## config.mk

```make
export PLATFORM = sky130hd
export DESIGN_NAME = siac_core
export DESIGN_NICKNAME = d
export VERILOG_FILES = /design/src/hw/siac_core.v
export VERILOG_INCLUDE_DIRS = /design/src /design/src/pkg
export SDC_FILE = /design/constraint.sdc
export NUM_CORES = 1
export LEC_CHECK = 0
export BUFFER_PORTS_ARGS = -buffer_cell sky130_fd_sc_hd__buf_4
export CAP_MARGIN = 20
export CORE_ASPECT_RATIO = 1.1
export CORE_MARGIN = 4
export CORE_UTILIZATION = 50
export CTS_CLUSTER_DIAMETER = 100
export DETAILED_ROUTE_END_ITERATION = 8
export PLACE_DENSITY = 0.78
export SYNTH_ARGS = -nofsm -noshare
export SYNTH_HDL_FRONTEND = slang
export SYNTH_SLANG_ARGS = --single-unit
```

## constraint.sdc

```tcl
create_clock -name clk -period 1.6 [get_ports clk]
set_input_delay 0.16 -clock clk [delete_from_list [all_inputs] [get_ports clk]]
set_output_delay 0.16 -clock clk [all_outputs]
set_load 0.005 [all_outputs]
```

## src/pkg/siac_defs.vh

```
// Register offsets, field positions and reset values for the slot interrupt block
`ifndef SIAC_DEFS_VH
`define SIAC_DEFS_VH

`define SIAC_ADDR_W 16
`define SIAC_DATA_W 16
`define SIAC_SLOTS 12

// Register offsets
`define SIAC_OFS_STATUS 16'h0001
`define SIAC_OFS_ACLEAR 16'h0007
`define SIAC_OFS_IRQ1_EN 16'h0014

// Shared FIFO field positions (status and enable registers; autoclear has the level bit only)
`define SIAC_BIT_FIFO_LEVEL 15
`define SIAC_BIT_FIFO_UNDER 14
`define SIAC_BIT_FIFO_OVER 13
`define SIAC_BIT_RSVD 12

// Slot fields
`define SIAC_ACLR_SLOT_LO 0
`define SIAC_ACLR_SLOT_HI 10
`define SIAC_EN_SLOT_LO 4
`define SIAC_EN_SLOT_HI 11

// Writable masks and reset values
`define SIAC_ACLEAR_MASK 16'h87ff
`define SIAC_ACLEAR_RST 16'h87ff
`define SIAC_IRQ1_EN_MASK 16'heff0
`define SIAC_IRQ1_EN_RST 16'h0000
`define SIAC_STATUS_MASK 16'hefff
`endif

```

## src/hw/siac_core.v

```verilog
// Slot data-ready and FIFO interrupt flags with enable gating and autoclear
`timescale 1ns/1ps
`include "siac_defs.vh"

module siac_core #(
  parameter ADDR_W = `SIAC_ADDR_W,
  parameter DATA_W = `SIAC_DATA_W,
  parameter SLOTS = `SIAC_SLOTS
) (
  input wire clk,
  input wire rst_n,
  input wire reg_wr_en,
  input wire reg_rd_en,
  input wire [ADDR_W-1:0] reg_addr,
  input wire [DATA_W-1:0] reg_wdata,
  output reg [DATA_W-1:0] reg_rdata_q,
  output reg reg_rd_valid_q,
  input wire [SLOTS-1:0] slot_ready_set,
  input wire [SLOTS-1:0] slot_data_rd,
  input wire fifo_level_set,
  input wire fifo_under_set,
  input wire fifo_over_set,
  input wire fifo_rd,
  output reg irq1_q
);

  reg [DATA_W-1:0] aclear_q;
  reg [DATA_W-1:0] aclear_d;
  reg [DATA_W-1:0] irq1_en_q;
  reg [DATA_W-1:0] irq1_en_d;
  reg [DATA_W-1:0] set_vec;
  reg [DATA_W-1:0] clr_vec;
  reg [DATA_W-1:0] rd_mux;
  wire [DATA_W-1:0] status_q;

  wire wr_aclear = reg_wr_en && (reg_addr == `SIAC_OFS_ACLEAR);
  wire wr_en_reg = reg_wr_en && (reg_addr == `SIAC_OFS_IRQ1_EN);
  wire wr_status = reg_wr_en && (reg_addr == `SIAC_OFS_STATUS);

  // Autoclear fields, slots A to K and the FIFO threshold
  wire slot_a_ready_selfclear_en = aclear_q[0];
  wire slot_b_ready_selfclear_en = aclear_q[1];
  wire slot_c_ready_selfclear_en = aclear_q[2];
  wire slot_d_ready_selfclear_en = aclear_q[3];
  wire slot_e_ready_selfclear_en = aclear_q[4];
  wire slot_f_ready_selfclear_en = aclear_q[5];
  wire slot_g_ready_selfclear_en = aclear_q[6];
  wire slot_h_ready_selfclear_en = aclear_q[7];
  wire slot_i_ready_selfclear_en = aclear_q[8];
  wire slot_j_ready_selfclear_en = aclear_q[9];
  wire slot_k_ready_selfclear_en = aclear_q[10];
  wire fifo_level_selfclear_en = aclear_q[`SIAC_BIT_FIFO_LEVEL];
  wire [10:0] slot_selfclear_en = {slot_k_ready_selfclear_en, slot_j_ready_selfclear_en,
    slot_i_ready_selfclear_en, slot_h_ready_selfclear_en, slot_g_ready_selfclear_en,
    slot_f_ready_selfclear_en, slot_e_ready_selfclear_en, slot_d_ready_selfclear_en,
    slot_c_ready_selfclear_en, slot_b_ready_selfclear_en, slot_a_ready_selfclear_en};

  // First interrupt enable fields
  wire irq1_fifo_level_en = irq1_en_q[`SIAC_BIT_FIFO_LEVEL];
  wire irq1_fifo_under_en = irq1_en_q[`SIAC_BIT_FIFO_UNDER];
  wire irq1_fifo_over_en = irq1_en_q[`SIAC_BIT_FIFO_OVER];
  wire irq1_slot_l_ready_en = irq1_en_q[11];
  wire irq1_slot_k_ready_en = irq1_en_q[10];
  wire irq1_slot_j_ready_en = irq1_en_q[9];
  wire irq1_slot_i_ready_en = irq1_en_q[8];
  wire irq1_slot_h_ready_en = irq1_en_q[7];
  wire irq1_slot_g_ready_en = irq1_en_q[6];
  wire irq1_slot_f_ready_en = irq1_en_q[5];
  wire irq1_slot_e_ready_en = irq1_en_q[4];
  // Slots A to D have no enable on this output, so they never raise it
  wire [SLOTS-1:0] slot_ready_en = {irq1_slot_l_ready_en, irq1_slot_k_ready_en,
    irq1_slot_j_ready_en, irq1_slot_i_ready_en, irq1_slot_h_ready_en, irq1_slot_g_ready_en,
    irq1_slot_f_ready_en, irq1_slot_e_ready_en, 4'h0};

  // Sticky flags
  wire fifo_level_flag = status_q[`SIAC_BIT_FIFO_LEVEL];
  wire fifo_under_flag = status_q[`SIAC_BIT_FIFO_UNDER];
  wire fifo_over_flag = status_q[`SIAC_BIT_FIFO_OVER];
  wire [SLOTS-1:0] slot_ready_flag = status_q[SLOTS-1:0];

  // Gated interrupt sources
  wire fifo_level_irq = fifo_level_flag & irq1_fifo_level_en;
  wire fifo_under_irq = fifo_under_flag & irq1_fifo_under_en;
  wire fifo_over_irq = fifo_over_flag & irq1_fifo_over_en;
  wire [SLOTS-1:0] slot_ready_irq = slot_ready_flag & slot_ready_en;
  wire irq1_d = fifo_level_irq | fifo_under_irq | fifo_over_irq | (|slot_ready_irq);

  // Control registers; unwritable bits are held at zero by the mask
  always @* begin
    aclear_d = aclear_q;
    irq1_en_d = irq1_en_q;
    if (wr_aclear) begin
      aclear_d = reg_wdata & `SIAC_ACLEAR_MASK;
    end
    if (wr_en_reg) begin
      irq1_en_d = reg_wdata & `SIAC_IRQ1_EN_MASK;
    end
  end

  // Flag set and clear sources
  always @* begin
    set_vec = {DATA_W{1'b0}};
    clr_vec = {DATA_W{1'b0}};
    set_vec[SLOTS-1:0] = slot_ready_set;
    set_vec[`SIAC_BIT_FIFO_LEVEL] = fifo_level_set;
    set_vec[`SIAC_BIT_FIFO_UNDER] = fifo_under_set;
    set_vec[`SIAC_BIT_FIFO_OVER] = fifo_over_set;
    // Slot L has no autoclear bit, so it only clears by write-one
    clr_vec[`SIAC_ACLR_SLOT_HI:`SIAC_ACLR_SLOT_LO] =
      slot_data_rd[`SIAC_ACLR_SLOT_HI:`SIAC_ACLR_SLOT_LO] & slot_selfclear_en;
    clr_vec[`SIAC_BIT_FIFO_LEVEL] = fifo_rd & fifo_level_selfclear_en;
    if (wr_status) begin
      clr_vec = clr_vec | (reg_wdata & `SIAC_STATUS_MASK);
    end
  end

  // One sticky flag per implemented status bit; the gap bit stays zero
  genvar gi;
  generate
    for (gi = 0; gi < DATA_W; gi = gi + 1) begin : g_flag
      if (((`SIAC_STATUS_MASK >> gi) & 16'h0001) != 16'h0000) begin : g_live
        siac_flag_cell flag_cell_inst (
          .clk(clk),
          .rst_n(rst_n),
          .set(set_vec[gi]),
          .clr(clr_vec[gi]),
          .flag_q(status_q[gi])
        );
      end else begin : g_tied
        assign status_q[gi] = 1'b0;
      end
    end
  endgenerate

  always @* begin
    case (reg_addr)
      `SIAC_OFS_STATUS: rd_mux = status_q;
      `SIAC_OFS_ACLEAR: rd_mux = aclear_q;
      `SIAC_OFS_IRQ1_EN: rd_mux = irq1_en_q;
      default: rd_mux = {DATA_W{1'b0}};
    endcase
  end

  always @(posedge clk or negedge rst_n) begin
    if (!rst_n) begin
      aclear_q <= `SIAC_ACLEAR_RST;
      irq1_en_q <= `SIAC_IRQ1_EN_RST;
    end else begin
      aclear_q <= aclear_d;
      irq1_en_q <= irq1_en_d;
    end
  end

  // Read port: a read in the cycle of a write returns the old value
  always @(posedge clk or negedge rst_n) begin
    if (!rst_n) begin
      reg_rdata_q <= {DATA_W{1'b0}};
      reg_rd_valid_q <= 1'b0;
    end else begin
      reg_rd_valid_q <= reg_rd_en;
      if (reg_rd_en) begin
        reg_rdata_q <= rd_mux;
      end
    end
  end

  // Registered so the pin is glitch free; it trails the flags by one cycle
  always @(posedge clk or negedge rst_n) begin
    if (!rst_n) begin
      irq1_q <= 1'b0;
    end else begin
      irq1_q <= irq1_d;
    end
  end

endmodule // siac_core

// Sticky flag: a set in the clearing cycle wins
module siac_flag_cell (
  input wire clk,
  input wire rst_n,
  input wire set,
  input wire clr,
  output reg flag_q
);

  reg flag_d;

  always @* begin
    flag_d = flag_q;
    if (clr) begin
      flag_d = 1'b0;
    end
    // Keeps an event that lands on the clear
    if (set) begin
      flag_d = 1'b1;
    end
  end

  always @(posedge clk or negedge rst_n) begin
    if (!rst_n) begin
      flag_q <= 1'b0;
    end else begin
      flag_q <= flag_d;
    end
  end

endmodule // siac_flag_cell

```

# Yosys cells after proc, flatten, opt, wreduce, memory -nomap -nowiden
# Cells that the tools add are included.
[totals] register_bits=56 in_bits=64 output_inout_bits=18 wordCells=84
[classes] n_eq_ne=3 mux=32 bitwise=10 reduce_logical=19
[op_table] op="$pmux 16 s3" n=1
[op_table] op="$mux 1" n=30
[op_table] op="$reduce_bool 2->1" n=15
[op_table] op="$eq 16x1->1 const B" n=1
[op_table] op="$eq 16x3->1 const B" n=1
[op_table] op="$eq 16x5->1 const B" n=1
[op_table] op="$mux 16" n=1
[op_table] op="$or 16x16->16" n=1
[op_table] op="$and 12x12->12" n=1
[op_table] op="$reduce_or 12->1" n=1
[op_table] op="$and 11x11->11" n=1
[op_table] op="$and 1x1->1" n=4
[op_table] op="$logic_and 1x1->1" n=3
[op_table] op="$or 1x1->1" n=3

# Logic depth before layout (Yosys ltp)
# Gate-level depths: netlist of run 1.
[logic_depth] depth_word=5 ltp_mapped=6 ltp_nobuf=4

# Modules after synthesis
# From an unflattened synthesis of run 1, not the netlist that was laid out.
[hier_totals] hier_cells=203 hier_area_um2=2665.1
[modules_own_cells] module="siac_core" instances=1 cells_per_inst=158 area_per_inst_um2=2120.8 seq_area_each_um2=1016.0
[modules_own_cells] module="siac_flag_cell" instances=15 cells_per_inst=3 area_per_inst_um2=36.3 seq_area_each_um2=25.0

# Least setup slack after synthesis of run 1
# OpenSTA, ideal clock, no wires.
[synth_path] kind="input to register" startpoint="in reg_addr[15]" endpoint="reg irq1_en_q[10]" setup_ns=0.125 arrival_ns=1.796 required_ns=1.475 slack_ns=-0.321 stages=6 path_buffers=2 cell_sequence="or4_1 -> buf_6 -> nor3_4 -> and3_4 -> buf_12 -> mux2_4"
[synth_via] elab_chain_len=2
[synth_lines] item="start, declared" line="siac_core.v:14" text="input wire [ADDR_W-1:0] reg_addr,"
[synth_lines] item="$eq 16x5->1"
[synth_lines] item="$logic_and 1x1->1" line="siac_core.v:37" text="wire wr_en_reg = reg_wr_en && (reg_addr == `SIAC_OFS_IRQ1_EN);"
[synth_lines] item="end signal, assigned" line="siac_core.v:147" text="irq1_en_q <= `SIAC_IRQ1_EN_RST;"
[synth_lines] item="end signal, assigned" line="siac_core.v:150" text="irq1_en_q <= irq1_en_d;"
[synth_lines] item="end, declared" line="siac_core.v:29" text="reg [DATA_W-1:0] irq1_en_q;"
# No other way between the ends.
# A chain may end at the register's enable or synchronous reset.

# Worst setup path after layout of run 1
[layout_path] startpoint="in reg_addr[8]" endpoint="reg reg_rdata_q[15]"
[layout_via] elab_chain_len=2 word_cells_on_any_way=4 classes_between="eq/ne: 3; mux: 1"
[layout_lines] item="$eq 16x5->1, or another cell as far along" line="siac_core.v:136" text="case (reg_addr)"
[layout_lines] item="$pmux 16 s3 *" line="siac_core.v:136"
[layout_lines] item="end signal, assigned" line="siac_core.v:157" text="reg_rdata_q <= {DATA_W{1'b0}};"
[layout_lines] item="end signal, assigned" line="siac_core.v:162" text="reg_rdata_q <= rd_mux;"
[layout_lines] item="end, declared" line="siac_core.v:16" text="output reg [DATA_W-1:0] reg_rdata_q,"
# Mark *: on every way between the ends. The rest lies on a longest branch, timed or not.

==> out/summary.txt, run 1 <==
status - complete, no violations
Congestion Overflow GR - 0
worst min path class - in -> reg
design area - 0.00369 mm2
post-route ant nets - 0
final hold violations - 0
Pre-antenna DRT Iters - 5
CP most frequent cell - buf_4
register area share after synthesis - 0.513
Gate power share - 0.106
Seq cells post-synth - 55
initial cell density of the core - 0.528
setup TNS - 0 ns
Post-Syn Instances - 217
Final Slew Violations - 0
Worst Path Arrival - 1.79 ns
Slew @ Worst Pin - 0.677 ns
routed wire length per instance - 18.5 um
share of cells above drive strength 1 - 0.546
CTS tree - built
Synth Cell Area - 0.00271 mm2
clk buf depth - 2
clock transition at the registers of the reported paths - 0.10 ns
global-route wire length before repair - 11,100 um
Slew headroom - 0.549
Synth cell types - 42
worst-skew pair later-pin latency - 0.30 ns
Via Count - 2,224
critical path capture point type - flip-flop
CP top delay family - simple AND/OR/NAND/NOR gates
clk_skew - 0.00823 ns
FILL cells - 395
Async SR Flop Fraction - 1.00
Switch Pwr - 0.568 mW
CTS root buf - clkbuf_8
initial antenna violation count - 0
H-tree depth - 2
Final period util - 0.982
Final WS setup - 0.0284 ns
commonest non-fill, non-tap cells in the layout - 88 x buf_4, 43 x dfrtp_1, 23 x mux2_4
GR Util All Layers - 0.208
Net Sw Frac - 0.230
Post-DP HPWL - 4940 um
worst hold margin - 0.0302 ns
setup violators final - 0
Placement Setup Slack - -0.362 ns
leakage power - 1.57 nW
RSZ-0062 raised after global routing - true
max_cap viols - 0
# IOs - 82
detailed-route DRC error count - 0
DR vias/cell - 5.78
yosys warns - 0
sequential share of power - 0.571
pwr/cell area - 671 mW/mm2
Die W - 78.2 um
Startpoint Class - primary input
Syn Nets - 281
fin nets - 376
design internal power - 1.91 mW
CP max stage cell - or4_4
Row Count - 27
CP max FO - 7
cell breakdown of the critical path - buf_4 -> or4_4 -> buf_6 -> nor4b_4 -> buf_4 -> buf_12 -> a21boi_2 -> a22oi_2
largest net degree at the start of global routing - 56
data required time at the worst endpoint - 1.82 ns
Tmin final - 1.57 ns
f_max - 636 MHz
I/O Buffers - 78
most common cell after layout, fill and taps aside - buf_4
number of enable flip-flop cells after synthesis - 0
Top FF cell, synth - dfrtp_1
area grow syn2layout - 35.9%
Die Footprint - 0.00667 mm2
worst path bufs/invs - 4
vias in the first global route - 2,261
DRT iter0 DRCs - 172
Setup Crit Path Kind - in -> reg
Detailed Route WL - 7140 um
Die H - 85.3 um
Ant. Diodes - 0
Clock Sinks - 55
Num CTS Buffers - 5
Synth Area per Inst - 12.5 um2
Final Wtd Congestion - 0.781
post-placement cell area - 0.00347 mm2
core area - 0.00513 mm2
CP peak stage delay - 0.57 ns
peak supply drop - 0.360 mV
power share of the clock group - 0.323
through the flow:
| step | power (mW) | std cells | utilization |
|---|---|---|---|
| finish | 2.47 | 385 | 0.718 |
| floorplan | 1.50 | 217 | - |
| global route | 2.58 | 385 | 0.718 |
| global placement | 1.69 | 371 | 0.676 |
| CTS | 2.48 | 380 | 0.698 |
| detailed placement | 1.69 | 371 | 0.676 |
final cells by class:
type,instances,area (um2),share of cell area
clock buffers,7,86.3,0.0234
clock inverters,1,8.76,0.00238
inverters,1,3.75,0.00102
multi-input cells,149,1280,0.347
flip-flops and latches,55,1390,0.377
well taps,72,90.1,0.0244
repair buffers,100,828,0.225
synthesized netlist by cell type (2+ instances only):
library cell / instances / share of area
nand3_1: 4 / 0.0074
a22oi_1: 23 / 0.064
and3_4: 2 / 0.0083
nor2_1: 7 / 0.0097
a31o_2: 12 / 0.039
a21boi_0: 6 / 0.017
nand2_1: 14 / 0.019
dfstp_2: 12 / 0.12
mux2_4: 20 / 0.11
mux2_2: 3 / 0.012
nand4_1: 12 / 0.028
buf_2: 3 / 0.0055
nor4_1: 3 / 0.0069
a21oi_1: 8 / 0.015
buf_12: 2 / 0.015
nand2b_1: 8 / 0.018
buf_4: 2 / 0.0055
a32oi_1: 2 / 0.0065
clkbuf_1: 5 / 0.0069
dfrtp_1: 43 / 0.40
or4_1: 3 / 0.0083
a21o_1: 3 / 0.0083
sequential cells by signal, indices dropped and copies added, names as in the netlist:
register,flops
irq1_q,1
irq1_en_q,11
reg_rd_valid_q,1
aclear_q,12
reg_rdata_q,15
g_flag.g_live.flag_cell_inst.flag_q,15
final timing paths:
path / end / slack [ns] / startpoint / cells after the start
max in group asynchronous: irq1_en_q[7] / 0.73 / rst_n / 2
max reg2reg: irq1_q / 0.37 / g_flag[7].g_live.flag_cell_inst.flag_q / 4
min reg2reg: g_flag[14].g_live.flag_cell_inst.flag_q / 0.51 / g_flag[14].g_live.flag_cell_inst.flag_q / 1
min in group asynchronous: g_flag[15].g_live.flag_cell_inst.flag_q / 0.44 / rst_n / 2
min: g_flag[13].g_live.flag_cell_inst.flag_q / 0.03 / fifo_over_set / 2
max: reg_rdata_q[15] / 0.03 / reg_addr[8] / 8
layer usage:
metal / wire length [um] / up-vias / GRT usage
met2: 3740 / 84 / 0.365
met4: 101 / 0 / 0.0572
met1: 2890 / 1104 / 0.271
met5: 0 / - / 0
met3: 408 / 14 / 0.0255
li1: - / 1022 / -
worst reg2reg max path, stage by stage, from the launching register on:
cell      delay [ns]
dfrtp_1         0.41
a22o_1          0.24
a221oi_1        0.20
and3_1          0.20
nand2_1         0.06
power by group through the flow:
| stage | Sequential, mW | Clock (mW) | Combinational (mW) |
|---|---|---|---|
| 2_1_floorplan | 1.44 | 0 | 0.0601 |
| 3_3_place_gp | 1.44 | 0 | 0.251 |
| 3_5_place_dp | 1.44 | 0 | 0.255 |
| 4_1_cts | 1.41 | 0.808 | 0.258 |
| 5_1_grt | 1.41 | 0.876 | 0.288 |
| 6_report | 1.41 | 0.798 | 0.263 |
kinds of logic (layout without fill, tap and decap cells):
logic type / Yosys count / count (layout) / share of synthesized area
simple gates: 65 / 66 / 0.160
buf+inv: 14 / 109 / 0.0383
flops: 55 / 55 / 0.513
compound gates: 59 / 59 / 0.164
mux: 23 / 23 / 0.123
other cells: 1 / 1 / 0.00138
repair_timing:
action	in CTS	in global routing
pin swaps	0	7
hold endpoints to repair	43	0
hold buffers	1	0
resized for setup	1	16
cloned	0	3
setup endpoints to repair	3	13
setup buffers	0	2
Note: power is estimated with default switching activity, not from simulation.
==> run 2: changes to the inputs <==
- CORE_ASPECT_RATIO: 1.1 -> unset
==> run 2 against run 1 <==
Against the previous run: routed wire length is 6.3% lower; sequential cell count stayed put; combinational power hardly changed; critical path type unchanged; highest routed layer unchanged.
==> out/summary.txt, run 2 (synthesis results as in run 1) <==
clock transition at the registers of the reported paths - 0.11 ns (was 0.10 ns)
CTS tree - built (unchanged)
initial cell density of the core - 0.524 (was 0.528)
f_max - 645 MHz (was 636 MHz)
top sig layer - met4 (unchanged)
setup violators final - 0 (unchanged)
commonest non-fill, non-tap cells in the layout - 88 x buf_4, 43 x dfrtp_1, 23 x a22oi_1, 23 x mux2_4, 14 x nand2_1 (was 88 x buf_4, 43 x dfrtp_1, 23 x mux2_4)
CTS root buf - clkbuf_8 (unchanged)
global-route wire length before repair - 10,600 um (was 11,100 um)
detailed-route DRC error count - 0 (unchanged)
Final WS setup - 0.0489 ns (was 0.0284 ns)
Setup Crit Path Kind - in -> reg (unchanged)
RR Endpoint - irq1_q (unchanged)
Final Slew Violations - 0 (unchanged)
Detailed Route WL - 6690 um (was 7140 um)
initial antenna violation count - 0 (unchanged)
I/O Buffers - 78 (unchanged)
Gate power share - 0.105 (was 0.106)
Die W - 81.7 um (was 78.2 um)
post-route ant nets - 0 (unchanged)
RSZ-0062 raised after global routing - true (unchanged)
core area - 0.00517 mm2 (was 0.00513 mm2)
area grow syn2layout - 31.9% (was 35.9%)
Final period util - 0.969 (was 0.982)
critical path capture point type - flip-flop (unchanged)
most common cell after layout, fill and taps aside - buf_4 (unchanged)
Placed Instances - 367 (was 371)
Top Registers - g_flag.g_live.flag_cell_inst.flag_q: 15 flops, reg_rdata_q: 15 flops, aclear_q: 12 flops (unchanged)
vias in the first global route - 2,141 (was 2,261)
# IOs - 82 (unchanged)
met3 WL - 348 um (was 408 um)
Pre-antenna DRT Iters - 5 (unchanged)
post-placement cell area - 0.00342 mm2 (was 0.00347 mm2)
status - complete, no violations (unchanged)
Tmin final - 1.55 ns (was 1.57 ns)
design internal power - 1.87 mW (was 1.91 mW)
Congestion Overflow GR - 0 (unchanged)
r2r setup slk - 0.38 ns (was 0.37 ns)
H-tree depth - 2 (unchanged)
sequential share of power - 0.569 (was 0.571)
Final Wtd Congestion - 0.784 (was 0.781)
Worst Path Arrival - 1.75 ns (was 1.79 ns)
Pwr Total - 2.48 mW (was 2.47 mW)
max_cap viols - 0 (unchanged)
clk_skew - 0.00729 ns (was 0.00823 ns)
DR vias/cell - 5.79 (was 5.78)
Row Count - 26 (was 27)
power share of the clock group - 0.325 (was 0.323)
met1 wire length - 2930 um (was 2890 um)
largest net degree at the start of global routing - 56 (unchanged)
worst-skew pair later-pin latency - 0.31 ns (was 0.30 ns)
fin nets - 370 (was 376)
Ant. Diodes - 0 (unchanged)
share of cells above drive strength 1 - 0.524 (was 0.546)
Post-DP HPWL - 4800 um (was 4940 um)
clk buf depth - 2 (unchanged)
cells on worst reg2reg path - 4 (unchanged)
Via Count - 2,184 (was 2,224)
Switch Pwr - 0.607 mW (was 0.568 mW)
final hold violations - 0 (unchanged)
peak supply drop - 0.665 mV (was 0.360 mV)
crit path from - reg_addr[10] (was reg_addr[8])
DRT iter0 DRCs - 239 (was 172)
RR Startpoint - g_flag[7].g_live.flag_cell_inst.flag_q (unchanged)
worst hold margin - 0.0158 ns (was 0.0302 ns)
setup TNS - 0 ns (unchanged)
Placement Setup Slack - -0.333 ns (was -0.362 ns)
Die H - 81.7 um (was 85.3 um)
design area - 0.00358 mm2 (was 0.00369 mm2)
CP max FO - 11 (was 7)
fin cells - 377 (was 385)
Num CTS Buffers - 5 (unchanged)
hold_sp - fifo_under_set (was fifo_over_set)
Die Footprint - 0.00667 mm2 (about the same)
Slew @ Worst Pin - 0.685 ns (was 0.677 ns)
leakage power - 1.53 nW (was 1.57 nW)
Finished Core Util - 0.692 (was 0.718)
critical path endpoint - irq1_en_q[5] (was reg_rdata_q[15])
data required time at the worst endpoint - 1.80 ns (was 1.82 ns)
setup bufs post-CTS - 0 (unchanged)
Net Sw Frac - 0.245 (was 0.230)
Startpoint Class - primary input (unchanged)
pwr/cell area - 693 mW/mm2 (was 671 mW/mm2)
Clock Sinks - 55 (unchanged)
wire length on met2 - 3360 um (was 3740 um)
routed wire length per instance - 17.8 um (was 18.5 um)
worst min path class - in -> reg (unchanged)
GR Util All Layers - 0.210 (was 0.208)
Slew headroom - 0.543 (was 0.549)
-- run 2: changes by cell type in the layout (fill, tap and decap cells not counted), moves of 3 or more --
cell / before / now
a21boi_0: 2 / 6
a21boi_1: 4 / 1
buf_12: 3 / 0
a22oi_1: 20 / 23
a22oi_2: 3 / 0
-- run 2: what timing repair did --
action,CTS,global route
setup endpoints to repair,0,13
hold buffers,1,1
resized for setup,0,9
endpoints found under the hold margin,43,1
-- run 2: cell type report --
cell class | instances | area (um2)
Timing Repair Buffer | 95 | 737
Inverter | 1 | 3.75
Clock buffer | 5 | 68.8
Clock inverter | 3 | 28.8
Multi-Input combinational cell | 148 | 1260
Fill cell | 403 | 1590
Sequential cell | 55 | 1390
Tap cell | 70 | 87.6
-- run 2: worst max-delay path, stage by stage --
cell	delay [ns]
buf_4	0.11
or4_4	0.53
nor3_4	0.25
and3_4	0.37
mux2_4	0.33
-- run 2: worst min-delay path by stage --
stage / end / slack (ns) / cells past startpoint
2_1_floorplan: g_flag[0].g_live.flag_cell_inst.flag_q / -0.14 / 0
3_3_place_gp: g_flag[6].g_live.flag_cell_inst.flag_q / 0.24 / 1
3_5_place_dp: g_flag[6].g_live.flag_cell_inst.flag_q / 0.24 / 1
4_1_cts: g_flag[13].g_live.flag_cell_inst.flag_q / 0.01 / 2
5_1_grt: g_flag[14].g_live.flag_cell_inst.flag_q / 0.004 / 2
6_report: g_flag[14].g_live.flag_cell_inst.flag_q / 0.02 / 2
-- run 2: layer usage --
layer,track usage,vias to the layer above
li1,-,1007
met1,0.297,1099
met2,0.331,74
met3,0.0439,4
met4,0.0532,0
met5,0,-
-- run 2: power by group through the flow --
stage / clock [mW] / sequential (mW) / combinational [mW]
detailed placement: 0 / 1.44 / 0.253
global placement: 0 / 1.44 / 0.250
floorplan: 0 / 1.44 / 0.0601
global route: 0.885 / 1.41 / 0.286
finish: 0.807 / 1.41 / 0.261
CTS: 0.824 / 1.41 / 0.256
